<file path="config.mk">
export PLATFORM = sky130hd
export DESIGN_NAME = scp_top
export DESIGN_NICKNAME = d
export VERILOG_FILES = /design/src/core/scp_pkg.sv /design/src/core/scp_delay.sv /design/src/core/scp_divider.sv /design/src/core/scp_top.sv
export SDC_FILE = /design/constraint.sdc
export NUM_CORES = 1
export LEC_CHECK = 0
export BUFFER_PORTS_ARGS = -buffer_cell sky130_fd_sc_hd__buf_2
export CAP_MARGIN = 0
export CORE_UTILIZATION = 45
export DETAILED_ROUTE_END_ITERATION = 8
export PLACE_DENSITY = 0.63
export SYNTH_ARGS = -nofsm -noshare
export SYNTH_HDL_FRONTEND = slang
export SYNTH_SLANG_ARGS = --single-unit
</file>
<file path="constraint.sdc">
create_clock -name CLOCK -period 4.2 [get_ports CLOCK]
set_input_delay 0.63 -clock CLOCK [delete_from_list [all_inputs] [get_ports CLOCK]]
set_output_delay 0.63 -clock CLOCK [all_outputs]
set_load 0.1 [all_outputs]
</file>
<file path="src/core/scp_pkg.sv">
// shared constants and types of the system clock select and prescaler
package scp_pkg;

    // register offsets on the plain register port
    localparam logic [3:0] ADDR_TRIM   = 4'h0;
    localparam logic [3:0] ADDR_DIVCTL = 4'h1;
    localparam logic [3:0] ADDR_ASYNC  = 4'h2;
    localparam logic [3:0] ADDR_STATUS = 4'h3;

    // divider control fields
    localparam int          DIVCTL_CE_BIT  = 7;
    localparam logic [7:0]  DIVCTL_UNLOCK  = 8'h80;
    localparam logic [3:0]  DIV_CODE_RESET = 4'h0;
    localparam logic [3:0]  DIV_CODE_DIV8  = 4'h3;
    localparam logic [3:0]  DIV_CODE_MAX   = 4'h8;
    localparam logic [2:0]  CE_WINDOW      = 3'h4;

    // async timer status fields
    localparam int ASYNC_TIMER_EXTERNAL_CLOCK_SELECT_BIT = 6;

    // status fields
    localparam int STAT_RC_BIT   = 0;
    localparam int STAT_EXT_BIT  = 1;
    localparam int STAT_RUN_BIT  = 2;
    localparam int STAT_TOSC_BIT = 3;

    // source select codes
    localparam logic [3:0] SRC_EXT = 4'h0;
    localparam logic [3:0] SRC_RC  = 4'h2;

    // start-up codes
    localparam logic [1:0] SUT_CK_ONLY = 2'h0;
    localparam logic [1:0] SUT_SHORT   = 2'h1;
    localparam logic [1:0] SUT_LONG    = 2'h2;

    // trim reset value before the calibration byte is caught
    localparam logic [7:0] TRIM_RESET = 8'h00;

    // delays counted in source clock cycles
    localparam logic [13:0] RESET_CK_CYCLES = 14'h000E;
    localparam logic [13:0] WAKE_CK_CYCLES  = 14'h0006;

    // reset time-out runs on the watchdog oscillator ticks
    localparam int WDT_OSC_KHZ    = 128;
    localparam int T_RST_SHORT_US = 4100;
    localparam int T_RST_LONG_US  = 65000;
    localparam int RST_SHORT_TICKS = (T_RST_SHORT_US * WDT_OSC_KHZ + 999) / 1000;
    localparam int RST_LONG_TICKS  = (T_RST_LONG_US * WDT_OSC_KHZ + 999) / 1000;

    // static fuse configuration
    typedef struct packed {
        logic [3:0] source_select_fuses;
        logic [1:0] startup_time_fuses;
        logic       divide_by_eight_fuse;
        logic       clock_output_fuse;
    } scp_fuse_t;

    // sequencing states, one-hot
    typedef enum logic [4:0] {
        ST_LATCH = 5'h01,
        ST_CK    = 5'h02,
        ST_MS    = 5'h04,
        ST_RUN   = 5'h08,
        ST_WAKE  = 5'h10
    } scp_state_t;

endpackage

</file>
<file path="src/core/scp_delay.sv">
// tick driven countdown delay with done pulse
module scp_delay (
    // clock and reset
    input  wire logic        clk,
    input  wire logic        rstn,
    // control
    input  wire logic        start,
    input  wire logic [13:0] load,
    input  wire logic        tick,
    // result
    output logic             busy,
    output logic             done
);

    typedef struct packed {
        logic [13:0] cnt;
        logic        busy;
        logic        done;
    } scp_dly_t;

    scp_dly_t s_r;
    scp_dly_t s_nxt;

    always_comb
    begin
        s_nxt      = s_r;
        s_nxt.done = 1'b0;
        if (start)
        begin
            s_nxt.cnt  = load;
            s_nxt.busy = 1'b1;
        end
        else if (s_r.busy && (s_r.cnt == 14'h0000 || (tick && s_r.cnt == 14'h0001)))
        begin
            s_nxt.cnt  = 14'h0000;
            s_nxt.busy = 1'b0;
            s_nxt.done = 1'b1;
        end
        else if (s_r.busy && tick)
        begin
            s_nxt.cnt = s_r.cnt - 14'h0001;
        end
    end

    always_ff @(posedge clk or negedge rstn)
    begin
        if (!rstn)
            s_r <= '0;
        else
            s_r <= s_nxt;
    end

    assign busy = s_r.busy;
    assign done = s_r.done;

endmodule

</file>
<file path="src/core/scp_divider.sv">
// glitch-free power of two clock divider working on source ticks
module scp_divider (
    // clock and reset
    input  wire logic       clk,
    input  wire logic       rstn,
    // source and setting
    input  wire logic       tick_in,
    input  wire logic [3:0] code,
    // divided clock
    output logic            tick_out,
    output logic            level
);

    typedef struct packed {
        logic [7:0] cnt;
        logic [3:0] cur;
        logic       tick;
        logic       level;
    } scp_div_t;

    scp_div_t   s_r;
    scp_div_t   s_nxt;
    logic [8:0] factor;
    logic       last;

    // reserved codes saturate at the largest factor
    assign factor = (s_r.cur > scp_pkg::DIV_CODE_MAX) ? 9'h100 : (9'h001 << s_r.cur);
    assign last   = ({1'b0, s_r.cnt} == factor - 9'h001);

    always_comb
    begin
        s_nxt      = s_r;
        s_nxt.tick = 1'b0;
        if (tick_in)
        begin
            if (last)
            begin
                // a new setting is taken only at the end of a whole old period
                s_nxt.cnt  = 8'h00;
                s_nxt.cur  = code;
                s_nxt.tick = 1'b1;
            end
            else
            begin
                s_nxt.cnt = s_r.cnt + 8'h01;
            end
            // divide by one can only be shown as a half rate level
            if (factor == 9'h001)
                s_nxt.level = ~s_r.level;
            else
                s_nxt.level = ({1'b0, s_nxt.cnt} < (factor >> 1));
        end
    end

    always_ff @(posedge clk or negedge rstn)
    begin
        if (!rstn)
            s_r <= '0;
        else
            s_r <= s_nxt;
    end

    assign tick_out = s_r.tick;
    assign level    = s_r.level;

endmodule

</file>
<file path="src/core/scp_top.sv">
// system clock source select, start-up delays, trim and prescaler control
//
// Added by the designer: the plain strobed port and the register addresses.
module scp_top #(
    parameter int RST_SHORT_TICKS = scp_pkg::RST_SHORT_TICKS,
    parameter int RST_LONG_TICKS  = scp_pkg::RST_LONG_TICKS
) (
    // clock and reset
    input  wire logic              CLOCK,
    input  wire logic              RSTN,
    // register port
    input  wire logic [3:0]        ADDR,
    input  wire logic [7:0]        WDATA,
    input  wire logic              WR,
    input  wire logic              RD,
    output logic      [7:0]        RDATA,
    // static configuration
    input  wire scp_pkg::scp_fuse_t FUSE,
    input  wire logic [7:0]        CAL_BYTE,
    // pins and oscillators
    input  wire logic              MAIN_CLOCK_INPUT_PIN,
    input  wire logic              TIMER_OSC_PIN_ONE,
    input  wire logic              WDT_OSC_TICK,
    // wake from deep sleep
    input  wire logic              WAKE_REQ,
    output logic                   WAKE_DONE,
    // reset and clocks to the chip
    output logic                   CORE_RESET_N,
    output logic                   SYS_TICK,
    output logic                   ASY_TICK,
    // clock output pin
    output logic                   CLOCK_OUTPUT_PIN_O,
    output logic                   CLOCK_OUTPUT_PIN_OE_N,
    // oscillator control
    output logic      [7:0]        RC_OSCILLATOR_TRIM,
    output logic                   TOSC_ENABLE,
    output logic                   TOSC_EXT_CLOCK
);

    typedef struct packed {
        scp_pkg::scp_state_t st;
        scp_pkg::scp_fuse_t  fuse;
        logic                rc_sel;
        logic                ext_sel;
        logic [7:0]          trim;
        logic [3:0]          div_sel;
        logic                ce;
        logic [2:0]          ce_cnt;
        logic                ext_tclk;
        logic                xtal_prev;
        logic                tosc_prev;
        logic                asy_tick;
        logic                wake_done;
        logic [7:0]          rdata;
    } scp_top_t;

    scp_top_t    s_r;
    scp_top_t    s_nxt;

    logic        src_tick;
    logic        ck_start;
    logic [13:0] ck_load;
    logic        ck_done;
    logic        ms_start;
    logic [13:0] ms_load;
    logic        ms_done;
    logic        div_tick;
    logic        div_level;
    logic        wr_trim;
    logic        wr_div;
    logic        wr_async;
    logic        running;
    logic        tosc_ok;

    localparam logic [13:0] SHORT_LOAD = 14'(RST_SHORT_TICKS);
    localparam logic [13:0] LONG_LOAD  = 14'(RST_LONG_TICKS);

    // source clock: internal RC runs at the core rate, external is edge sampled
    always_comb
    begin
        if (s_r.ext_sel)
            src_tick = MAIN_CLOCK_INPUT_PIN && !s_r.xtal_prev;
        else if (s_r.rc_sel)
            src_tick = 1'b1;
        else
            src_tick = 1'b0;
    end

    assign wr_trim  = WR && (ADDR == scp_pkg::ADDR_TRIM);
    assign wr_div   = WR && (ADDR == scp_pkg::ADDR_DIVCTL);
    assign wr_async = WR && (ADDR == scp_pkg::ADDR_ASYNC);
    assign running  = (s_r.st == scp_pkg::ST_RUN) || (s_r.st == scp_pkg::ST_WAKE);
    assign tosc_ok  = s_r.rc_sel && running;

    // start pulses of the two delay counters
    always_comb
    begin
        ck_start = 1'b0;
        ck_load  = scp_pkg::RESET_CK_CYCLES;
        ms_start = 1'b0;
        ms_load  = 14'h0000;
        case (s_r.st)
            scp_pkg::ST_LATCH:
            begin
                ck_start = 1'b1;
                ck_load  = scp_pkg::RESET_CK_CYCLES;
            end
            scp_pkg::ST_CK:
            begin
                ms_start = ck_done;
                case (s_r.fuse.startup_time_fuses)
                    scp_pkg::SUT_CK_ONLY: ms_load = 14'h0000;
                    scp_pkg::SUT_SHORT:   ms_load = SHORT_LOAD;
                    scp_pkg::SUT_LONG:    ms_load = LONG_LOAD;
                    // the reserved code gets the safest, longest delay
                    default:              ms_load = LONG_LOAD;
                endcase
            end
            scp_pkg::ST_RUN:
            begin
                ck_start = WAKE_REQ;
                ck_load  = scp_pkg::WAKE_CK_CYCLES;
            end
            default:
            begin
                ck_start = 1'b0;
            end
        endcase
    end

    always_comb
    begin
        s_nxt           = s_r;
        s_nxt.rdata     = 8'h00;
        s_nxt.wake_done = 1'b0;
        s_nxt.xtal_prev = MAIN_CLOCK_INPUT_PIN;
        s_nxt.tosc_prev = TIMER_OSC_PIN_ONE;
        s_nxt.asy_tick  = 1'b0;

        // sequencing of reset release and wake-up
        case (s_r.st)
            scp_pkg::ST_LATCH:
            begin
                // static settings are caught once, right after reset release
                s_nxt.fuse    = FUSE;
                s_nxt.ext_sel = (FUSE.source_select_fuses == scp_pkg::SRC_EXT);
                // unsupported codes fall back to the internal RC
                s_nxt.rc_sel  = (FUSE.source_select_fuses != scp_pkg::SRC_EXT);
                s_nxt.trim    = CAL_BYTE;
                if (FUSE.divide_by_eight_fuse)
                    s_nxt.div_sel = scp_pkg::DIV_CODE_DIV8;
                else
                    s_nxt.div_sel = scp_pkg::DIV_CODE_RESET;
                s_nxt.st = scp_pkg::ST_CK;
            end
            scp_pkg::ST_CK:
            begin
                if (ck_done)
                    s_nxt.st = scp_pkg::ST_MS;
            end
            scp_pkg::ST_MS:
            begin
                // the time-out counts watchdog oscillator ticks only
                if (ms_done)
                    s_nxt.st = scp_pkg::ST_RUN;
            end
            scp_pkg::ST_RUN:
            begin
                if (WAKE_REQ)
                    s_nxt.st = scp_pkg::ST_WAKE;
            end
            scp_pkg::ST_WAKE:
            begin
                if (ck_done)
                begin
                    s_nxt.st        = scp_pkg::ST_RUN;
                    s_nxt.wake_done = 1'b1;
                end
            end
            default:
            begin
                s_nxt.st = scp_pkg::ST_LATCH;
            end
        endcase

        // unlock window runs out after four cycles
        if (s_r.ce)
        begin
            if (s_r.ce_cnt == 3'h1)
            begin
                s_nxt.ce     = 1'b0;
                s_nxt.ce_cnt = 3'h0;
            end
            else
            begin
                s_nxt.ce_cnt = s_r.ce_cnt - 3'h1;
            end
        end

        // register writes, only once the settings have been caught
        if (s_r.st != scp_pkg::ST_LATCH)
        begin
            if (wr_trim)
                s_nxt.trim = WDATA;
            if (wr_async)
                s_nxt.ext_tclk = WDATA[scp_pkg::ASYNC_TIMER_EXTERNAL_CLOCK_SELECT_BIT];
            if (wr_div)
            begin
                if (!s_r.ce && WDATA == scp_pkg::DIVCTL_UNLOCK)
                begin
                    s_nxt.ce     = 1'b1;
                    s_nxt.ce_cnt = scp_pkg::CE_WINDOW;
                end
                else if (s_r.ce && !WDATA[scp_pkg::DIVCTL_CE_BIT])
                begin
                    // a use of the window ends it at once
                    s_nxt.div_sel = WDATA[3:0];
                    s_nxt.ce      = 1'b0;
                    s_nxt.ce_cnt  = 3'h0;
                end
                // a repeated unlock inside the window changes nothing
            end
        end

        // async timer clock bypasses the prescaler
        if (tosc_ok && TIMER_OSC_PIN_ONE && !s_r.tosc_prev)
            s_nxt.asy_tick = 1'b1;

        // read data stand for one cycle only
        if (RD)
        begin
            case (ADDR)
                scp_pkg::ADDR_TRIM:
                    s_nxt.rdata = s_r.trim;
                scp_pkg::ADDR_DIVCTL:
                    s_nxt.rdata = {s_r.ce, 3'h0, s_r.div_sel};
                scp_pkg::ADDR_ASYNC:
                    s_nxt.rdata = 8'(s_r.ext_tclk) << scp_pkg::ASYNC_TIMER_EXTERNAL_CLOCK_SELECT_BIT;
                scp_pkg::ADDR_STATUS:
                begin
                    s_nxt.rdata[scp_pkg::STAT_RC_BIT]   = s_r.rc_sel;
                    s_nxt.rdata[scp_pkg::STAT_EXT_BIT]  = s_r.ext_sel;
                    s_nxt.rdata[scp_pkg::STAT_RUN_BIT]  = running;
                    s_nxt.rdata[scp_pkg::STAT_TOSC_BIT] = tosc_ok;
                end
                default:
                    s_nxt.rdata = 8'h00;
            endcase
        end
    end

    always_ff @(posedge CLOCK or negedge RSTN)
    begin
        if (!RSTN)
        begin
            s_r          <= '0;
            s_r.st       <= scp_pkg::ST_LATCH;
            s_r.rc_sel   <= 1'b1;
            s_r.trim     <= scp_pkg::TRIM_RESET;
            s_r.div_sel  <= scp_pkg::DIV_CODE_RESET;
        end
        else
        begin
            s_r <= s_nxt;
        end
    end

    // source-clock counted delays: 14 CK at reset, 6 CK at wake-up
    scp_delay u_ck_delay (
        .clk   (CLOCK),
        .rstn  (RSTN),
        .start (ck_start),
        .load  (ck_load),
        .tick  (src_tick),
        .busy  (),
        .done  (ck_done)
    );

    // reset time-out on the watchdog oscillator
    scp_delay u_ms_delay (
        .clk   (CLOCK),
        .rstn  (RSTN),
        .start (ms_start),
        .load  (ms_load),
        .tick  (WDT_OSC_TICK),
        .busy  (),
        .done  (ms_done)
    );

    // prescaler keeps running through the reset delay so the pin clock is seen
    scp_divider u_divider (
        .clk      (CLOCK),
        .rstn     (RSTN),
        .tick_in  (src_tick),
        .code     (s_r.div_sel),
        .tick_out (div_tick),
        .level    (div_level)
    );

    assign RDATA                 = s_r.rdata;
    assign WAKE_DONE             = s_r.wake_done;
    assign CORE_RESET_N          = running;
    // the system tick stops while held in reset and during the wake delay; the async tick stops in reset and runs only with the internal RC
    assign SYS_TICK              = div_tick && (s_r.st == scp_pkg::ST_RUN);
    assign ASY_TICK              = s_r.asy_tick;
    assign CLOCK_OUTPUT_PIN_O    = s_r.fuse.clock_output_fuse && div_level;
    assign CLOCK_OUTPUT_PIN_OE_N = !s_r.fuse.clock_output_fuse;
    assign RC_OSCILLATOR_TRIM    = s_r.trim;
    assign TOSC_ENABLE           = tosc_ok;
    assign TOSC_EXT_CLOCK        = tosc_ok && s_r.ext_tclk;

endmodule

</file>
==> results of run 1 <==
## cell usage after synthesis (3+ instances only)
master    count
ha_1         16
nand2_1      44
nor2b_1       5
nand4b_1      4
nand3_1      14
or3_1         8
or2_2         4
nor4b_1       4
a221o_1       4
nor3_1       34
clkbuf_1     24
nand2b_1      7
o22ai_1       5
a21o_1        5
o31ai_1       3
buf_2         7
a21oi_1      22
dfrtp_1      83
xor2_1        8
nor4_1       15
nor3b_1       5
nand3b_1      6
mux2i_1      18
nor2_1       66
inv_1        18
a31oi_1       8
o21ai_0      19
and2_1        4
xnor2_1      19
mux2_2        5
o21a_1        3
a211oi_1      4
and3_1       10
a211o_1       4
o21bai_1      3
buf_4        18
## final cells by class
| class | instances | area (um2) | area share (%) |
|---|---|---|---|
| Sequential cell | 85 | 2130 | 37.2 |
| Timing Repair Buffer | 67 | 358 | 6.24 |
| Multi-Input combinational cell | 411 | 2680 | 46.7 |
| Clock buffer | 9 | 225 | 3.93 |
| Clock inverter | 7 | 98.8 | 1.72 |
| Tap cell | 140 | 175 | 3.06 |
| Inverter | 18 | 67.6 | 1.18 |
## metal layers
layer	share of wire, %	routed length [um]	up-vias
met2	49	5680	68
met5	0	0	-
met3	3.6	423	13
met1	47	5470	2016
li1	-	-	2043
met4	1.1	127	0
## power by group through the flow
stage / logic (W) / registers [W] / clock network (W)
3_5_place_dp: 0.00211 / 0.00142 / 0
5_1_grt: 0.00236 / 0.00146 / 0.000926
6_report: 0.00212 / 0.00142 / 0.000868
2_1_floorplan: 0.00187 / 0.00127 / 0
3_3_place_gp: 0.00205 / 0.00141 / 0
4_1_cts: 0.00213 / 0.00141 / 0.000894
## path summary, 6_finish.rpt
check	startpoint	to	slack [ps]	depth (start not counted)
setup / recovery	u_divider.s_r[3]$_DFFE_PN0P_	u_divider.level$_DFFE_PN0P_	170	15
hold / removal	RSTN	u_ms_delay.s_r[2]$_DFFE_PN0P_	360	1
setup reg to reg	u_divider.s_r[3]$_DFFE_PN0P_	u_divider.level$_DFFE_PN0P_	170	15
hold reg to reg	s_r[33]$_DFFE_PN0P_	s_r[33]$_DFFE_PN0P_	500	2
max in group asynchronous	RSTN	s_r[11]$_DFF_PN0_	2970	2
min in group CLOCK	TIMER_OSC_PIN_ONE	s_r[10]$_DFF_PN0_	400	1
## cell usage in the layout (no fill, tap or decap), types with 4 or more instances in the layout
cell type | Yosys | layout
mux2_2 | 5 | 5
or2_2 | 4 | 4
buf_4 | 18 | 9
nor3b_1 | 5 | 5
a21oi_1 | 22 | 22
ha_1 | 16 | 16
nand4b_1 | 4 | 4
and3_1 | 10 | 10
a211oi_1 | 4 | 4
xnor2_1 | 19 | 19
nand3b_1 | 6 | 6
nor3_1 | 34 | 33
clkbuf_16 | 0 | 9
inv_1 | 18 | 18
and2_1 | 4 | 4
buf_2 | 7 | 58
a221o_1 | 4 | 4
o21ai_0 | 19 | 19
nor2b_1 | 5 | 5
o22ai_1 | 5 | 5
a211o_1 | 4 | 4
nor4_1 | 15 | 14
nand2_1 | 44 | 44
nand3_1 | 14 | 14
mux2i_1 | 18 | 18
nand2b_1 | 7 | 7
dfrtp_1 | 83 | 83
a21o_1 | 5 | 5
xor2_1 | 8 | 8
or3_1 | 8 | 8
nor2_1 | 66 | 66
a31oi_1 | 8 | 8
## kinds of logic after synthesis
kind of cell | share of synthesized area, %
flops | 41.6
fa+ha+maj | 3.91
buf+inv | 6.54
compound gates | 12.8
mux | 4.62
simple gates | 25.9
xor+xnor | 4.62
## sequential cells by signal, indices dropped and copies added (netlist names), 8 cells and up
register	flops
s_r	21
u_ck_delay.s_r	14
u_ms_delay.s_r	14
u_divider.s_r	12
RC_OSCILLATOR_TRIM	8
RDATA	8
## through the flow
step | util [%] | area (um2)
global placement | 49.2 | 5410
global route | 52.2 | 5730
detailed placement | 49.2 | 5410
CTS | 52.2 | 5730
finish | 52.2 | 5730
floorplan | - | 5130
==> summary.txt, run 1 <==
Status - completed
F_max - 248 MHz
Worst setup margin - 169 ps
Vias in the first global route - 4055
GPL Wtd Cong - 0.869
H-tree depth - 3
Synthesized Nets - 617
Cell Pwr Density - 769 nW/um2
Fin. max-slew vios - 0
Area share of the largest cell type after synthesis - 40.5%
Final hold violations - 0
Post-detail-place hpwl - 8300 um
Crit path buffers/inverters - 1
Core Area - 11000 um2
RSZ-0062 raised after global routing - false
Primary FF master, synth - dfrtp_1
Antenna-violating nets left - 0
CTS Root Cell - clkbuf_16
Hold_buf cts - 0
Final setup violation count - 0
Via count - 4140
Clock latency on the worst-skew pair - 350 ps
Global routing usage on met3 - 4.96%
Crit-path leading delay family - simple AND/OR/NAND/NOR gates
Mean post-synth cell area - 9.07 um2
Share of cells above drive strength 1 - 19.1%
Layout net count - 644
DIE AREA - 11800 um2
Min cycle time layout - 4030 ps
WS Path Type - flop to flop
Power, Total - 0.00441 W
Worst Skew - 8.18 ps
GRT busiest layer - met2
Rel. slew slack - 41.0%
First-pass DRT Iterations - 5
Crit end category - flop
Syn. warnings - 0
Die width - 109 um
Initial antenna violation count - 0
Reg power frac - 32.1%
P_int - 0.00237 W
Critical-path cell with the highest stage delay - or4b_2
Seq/Total Area, Yosys - 41.6%
Netlist cell types - 65
Post-place setup slack - 225 ps
CTS buffer count - 9
Pleak - 2.68 nW
Max incr delay on CP - 750 ps
Antenna diode count - 0
Total GRT Usage - 21.6%
Seq cells post-synth - 85
Fill count - 1018
GR Layer Usage met2 - 36.0%
Cells after synthesis - 565
Routed WL per cell - 15.9 um
Largest area contributor in the netlist - dfrtp_1
Largest net degree at the start of global routing - 58
Max clock buf depth - 2
Number of synthesized flops with an enable pin - 0
Final non-filler cell total - 737
Hold_ws - 357 ps
DR vias/cell - 5.62
DRC viols - 0
Max FO, Critical Path - 11
Clk pwr share - 19.7%
GRT met1 Usage - 27.7%
CTS tree - yes
Die H - 109 um
Io pins - 60
DRT iter0 DRCs - 207
Worst Path Required - 4470 ps
First-pass GRT wire length - 19700 um
Placed cell count - 721
Overflow after GRT - 0
Arr. time, crit path - 4300 ps
Mapped cell area - 5120 um2
Routed wire length - 11700 um
Layout area overhead - 11.8%
Peak VDD IR - 0.568 mV
Clock sink count - 85
Hold Path Class - primary input to async pin
Final period util - 96.0%
Post-CTS resize count - 0
Sw Share - 46.1%
Number of setup buffers added after CTS - 0
Async SR Flop Fraction - 100%
Worst setup SP type - flop
Reg clk slew, reported paths - 60 ps
Count of input and output buffers - 59
Cell Chain, Critical Path - or4b_2 -> ha_1 -> nor4_1 -> a21o_1 -> a22oi_1 -> xnor2_1 -> nor4_2 -> buf_4 -> nor2_1 -> ha_1 -> a21o_1 -> a211o_1 -> a21oi_1 -> o22ai_1 -> a21oi_1
Initial core utilization - 46.7%
MaxCap Viol Count - 0
Sw Pwr - 0.00203 W
Setup_tns - 0 ps
Logic pwr share - 48.2%
Actual slew at the worst max-slew pin - 882 ps
Row count - 38
Synth top area cells - dfrtp_1 41%, nor2_1 4.8%, ha_1 3.9%, mux2i_1 3.5%, nor3_1 3.3%
Power figures use the tool's default switching activity.
==> run 2: changes to the inputs <==
- CORE_MARGIN: default -> 4
- PLACE_DENSITY: 0.63 -> 0.62
- SYNTH_HIERARCHICAL: default -> 1
==> summary.txt, run 2 <==
Via count - 4115 (was 4140)
Critical-path cell with the highest stage delay - or4b_2 (unchanged)
Seq/Total Area, Yosys - 39.3% (was 41.6%)
Initial core utilization - 46.7% (about the same)
Layout area overhead - 11.1% (was 11.8%)
Complex-gate fraction of the synthesized area - 12.5% (was 12.8%)
Largest regs - s_r: 21 flops, u_ck_delay/s_r: 14 flops, u_ms_delay/s_r: 14 flops (was s_r: 21 flops, u_ck_delay.s_r: 14 flops, u_ms_delay.s_r: 14 flops)
First-pass DRT Iterations - 5 (unchanged)
Adder-Cell Fraction of Synth Area - 3.69% (was 3.91%)
Arr. time, crit path - 4200 ps (was 4300 ps)
DRC viols - 0 (unchanged)
Async SR Flop Fraction - 100% (unchanged)
Io pins - 60 (unchanged)
Routed WL per cell - 14.9 um (was 15.9 um)
First-pass GRT wire length - 19600 um (was 19700 um)
Worst Skew - 9.74 ps (was 8.18 ps)
Syn. warnings - 6 (was 0)
Cell mode on critical path - o211ai_1
Cell Chain, Critical Path - or4b_2 -> ha_2 -> and2b_1 -> o211ai_1 -> nand4_4 -> nor4_4 -> nor2_1 -> ha_1 -> and4_1 -> o211ai_1 -> or4_1 -> o211a_1 (was or4b_2 -> ha_1 -> nor4_1 -> a21o_1 -> a22oi_1 -> xnor2_1 -> nor4_2 -> buf_4 -> nor2_1 -> ha_1 -> a21o_1 -> a211o_1 -> a21oi_1 -> o22ai_1 -> a21oi_1)
Cell Pwr Density - 708 nW/um2 (was 769 nW/um2)
Core Area - 11600 um2 (was 11000 um2)
Die width - 118 um (was 109 um)
GPL Wtd Cong - 0.868 (was 0.869)
Xor/xnor share of the synthesized area - 6.28% (was 4.62%)
Mapped cell area - 5420 um2 (was 5120 um2)
Total GRT Usage - 16.9% (was 21.6%)
Fin. max-slew vios - 0 (unchanged)
Clock sink count - 85 (unchanged)
Final period util - 94.6% (was 96.0%)
Setup_tns - 0 ps (unchanged)
CTS Root Cell - clkbuf_16 (unchanged)
Largest register FFs - 21 (unchanged)
Netlist cell types - 76 (was 65)
Reg clk slew, reported paths - 60 ps (about the same)
Most flops, register - s_r (unchanged)
Main combinational cell family by area after synthesis - simple AND/OR/NAND/NOR gates (unchanged)
Antenna-violating nets left - 0 (unchanged)
Final setup violation count - 0 (unchanged)
Proportion of synthesized area in mux cells - 5.84% (was 4.62%)
Count of input and output buffers - 59 (unchanged)
Simple-gate share of the synthesized area - 25.1% (was 25.9%)
Number of synthesized flops with an enable pin - 0 (unchanged)
CTS tree - yes (unchanged)
Clock latency on the worst-skew pair - 340 ps (was 350 ps)
F_max - 252 MHz (was 248 MHz)
Hold Path Class - primary input to async pin (unchanged)
Status - completed (unchanged)
Final hold violations - 0 (unchanged)
DR vias/cell - 5.36 (was 5.62)
Synth cell count leaders - 83 x dfrtp_1, 64 x nand2_1, 44 x nor2_1 (was 83 x dfrtp_1, 66 x nor2_1, 44 x nand2_1)
Max FO, Critical Path - 12 (was 11)
Crit end category - flop (unchanged)
Antenna diode count - 0 (unchanged)
Synth top area cells - dfrtp_1 38%, nand2_1 4.4%, ha_1 3.7%, mux2i_1 3.7%, xnor2_1 3.6% (was dfrtp_1 41%, nor2_1 4.8%, ha_1 3.9%, mux2i_1 3.5%, nor3_1 3.3%)
Most common cell after layout, fill and taps aside - dfrtp_1 (unchanged)
H-tree depth - 3 (unchanged)
Most common cell in the synthesized netlist - dfrtp_1 (unchanged)
Cells after synthesis - 571 (was 565)
Power, Total - 0.00426 W (was 0.00441 W)
Rel. slew slack - 36.6% (was 41.0%)
Seq cells post-synth - 85 (unchanged)
Worst setup SP type - flop (unchanged)
Largest net degree at the start of global routing - 59 (was 58)
Mean post-synth cell area - 9.50 um2 (was 9.07 um2)
Initial antenna violation count - 1 (was 0)
Max clock buf depth - 2 (unchanged)
Max incr delay on CP - 720 ps (was 750 ps)
Row count - 39 (was 38)
MaxCap Viol Count - 0 (unchanged)
RSZ-0062 raised after global routing - false (unchanged)
DIE AREA - 13900 um2 (was 11800 um2)
Commonest non-fill, non-tap cells in the layout - 83 x dfrtp_1, 64 x nand2_1, 58 x buf_2 (was 83 x dfrtp_1, 66 x nor2_1, 58 x buf_2)
Area share of the largest cell type after synthesis - 38.3% (was 40.5%)
Largest area contributor in the netlist - dfrtp_1 (unchanged)
Worst-case reg-to-reg path depth - 12 (was 15)
Primary FF master, synth - dfrtp_1 (unchanged)
Post-detail-place hpwl - 8180 um (was 8300 um)
Min cycle time layout - 3970 ps (was 4030 ps)
Peak VDD IR - 0.224 mV (was 0.568 mV)
Share of cells above drive strength 1 - 20.3% (was 19.1%)
Overflow after GRT - 0 (unchanged)
Hold_buf cts - 0 (unchanged)
Actual slew at the worst max-slew pin - 948 ps (was 882 ps)
Layout net count - 672 (was 644)
Pleak - 2.71 nW (was 2.68 nW)
Vias in the first global route - 4006 (was 4055)
Routed wire length - 11500 um (was 11700 um)
DRT iter0 DRCs - 174 (was 207)
Worst Path Required - 4420 ps (was 4470 ps)
WS Path Type - flop to flop (unchanged)
Die H - 118 um (was 109 um)
CTS buffer count - 9 (unchanged)
-- run 2: cell count changes after synthesis, sizes merged, moves of 8 or more --
| cell | before | now |
|---|---|---|
| nor3 | 37 | 16 |
| nand2 | 44 | 64 |
| nor2 | 66 | 47 |
| o31ai | 4 | 18 |
| clkbuf | 24 | 15 |
| xor2 | 8 | 16 |
-- run 2: routing by layer --
| metal | track usage (%) | vias to the layer above | routed length (um) |
|---|---|---|---|
| met5 | 0 | - | 12 |
| li1 | - | 2077 | - |
| met1 | 23.0 | 1931 | 5610 |
| met4 | 6.15 | 2 | 204 |
| met2 | 26.7 | 84 | 5150 |
| met3 | 3.70 | 21 | 476 |
-- run 2: path summary, 6_finish.rpt --
path | startpoint | endpoint | slack (ps)
min in group CLOCK | TIMER_OSC_PIN_ONE | s_r[10]$_DFF_PN0_ | 410
setup reg to reg | u_divider/s_r[3]$_DFFE_PN0P_ | u_divider/level$_DFFE_PN0P_ | 230
setup / recovery | u_divider/s_r[3]$_DFFE_PN0P_ | u_divider/level$_DFFE_PN0P_ | 230
max in group asynchronous | RSTN | s_r[39]$_DFFE_PN1P_ | 2950
hold / removal | RSTN | u_ms_delay/s_r[13]$_DFFE_PN0P_ | 350
hold reg to reg | s_r[33]$_DFFE_PN0P_ | s_r[33]$_DFFE_PN0P_ | 470
-- run 2: cell type report --
class	count	area [um2]
clock buffers	10	229
clock inverters	6	71.3
fillers	1098	5590
inverters	20	75.1
multi-input cells	437	2980
flip-flops and latches	85	2130
well taps	143	179
repair buffers	67	358
-- run 2: timing repair --
item,4_1_cts,5_1_grt
resized for setup,0,1
endpoints found under the setup margin,0,1
setup buffers,0,0
-- run 2: critical path: cells and delay by family, from the launching register on --
| kind | cells | cell delay (ps) |
|---|---|---|
| AOI/OAI and AO/OA | 3 | 600 |
| DFF | 1 | 380 |
| and+or+nand+nor | 7 | 2310 |
| adders and majority gates | 2 | 600 |
-- run 2: kinds of logic (layout without fill, tap and decap cells) --
group                    Yosys count  after routing
AND/OR/NAND/NOR                  229            229
flip-flops                        85             85
other                              2             21
multiplexers                      30             30
adder cells (fa/ha/maj)           16             16
XOR/XNOR                          38             38
AO/OA/AOI/OAI                    103            103
buffers and inverters             68            103
-- run 2: power breakdown --
group	leakage, nW	total, W	internal (W)	switching, W
Sequential	1.04	0.00138	0.00108	0.000295
Combinational	1.54	0.00208	0.000785	0.00130
Clock	0.139	0.000804	0.000465	0.000339
-- run 2: stage by stage --
| stage | hold WS, ps | setup WS (ps) | cells | area [um2] | utilization [%] |
|---|---|---|---|---|---|
| finish | 353 | 225 | 768 | 6020 | 51.9 |
| global route | 396 | 11.5 | 768 | 6020 | 51.9 |
| CTS | 382 | 133 | 768 | 6020 | 51.9 |
| detailed placement | 464 | 167 | 752 | 5720 | 49.3 |
| global placement | 465 | 242 | 752 | 5720 | 49.3 |
| floorplan | 334 | 36.3 | 590 | 5490 | - |
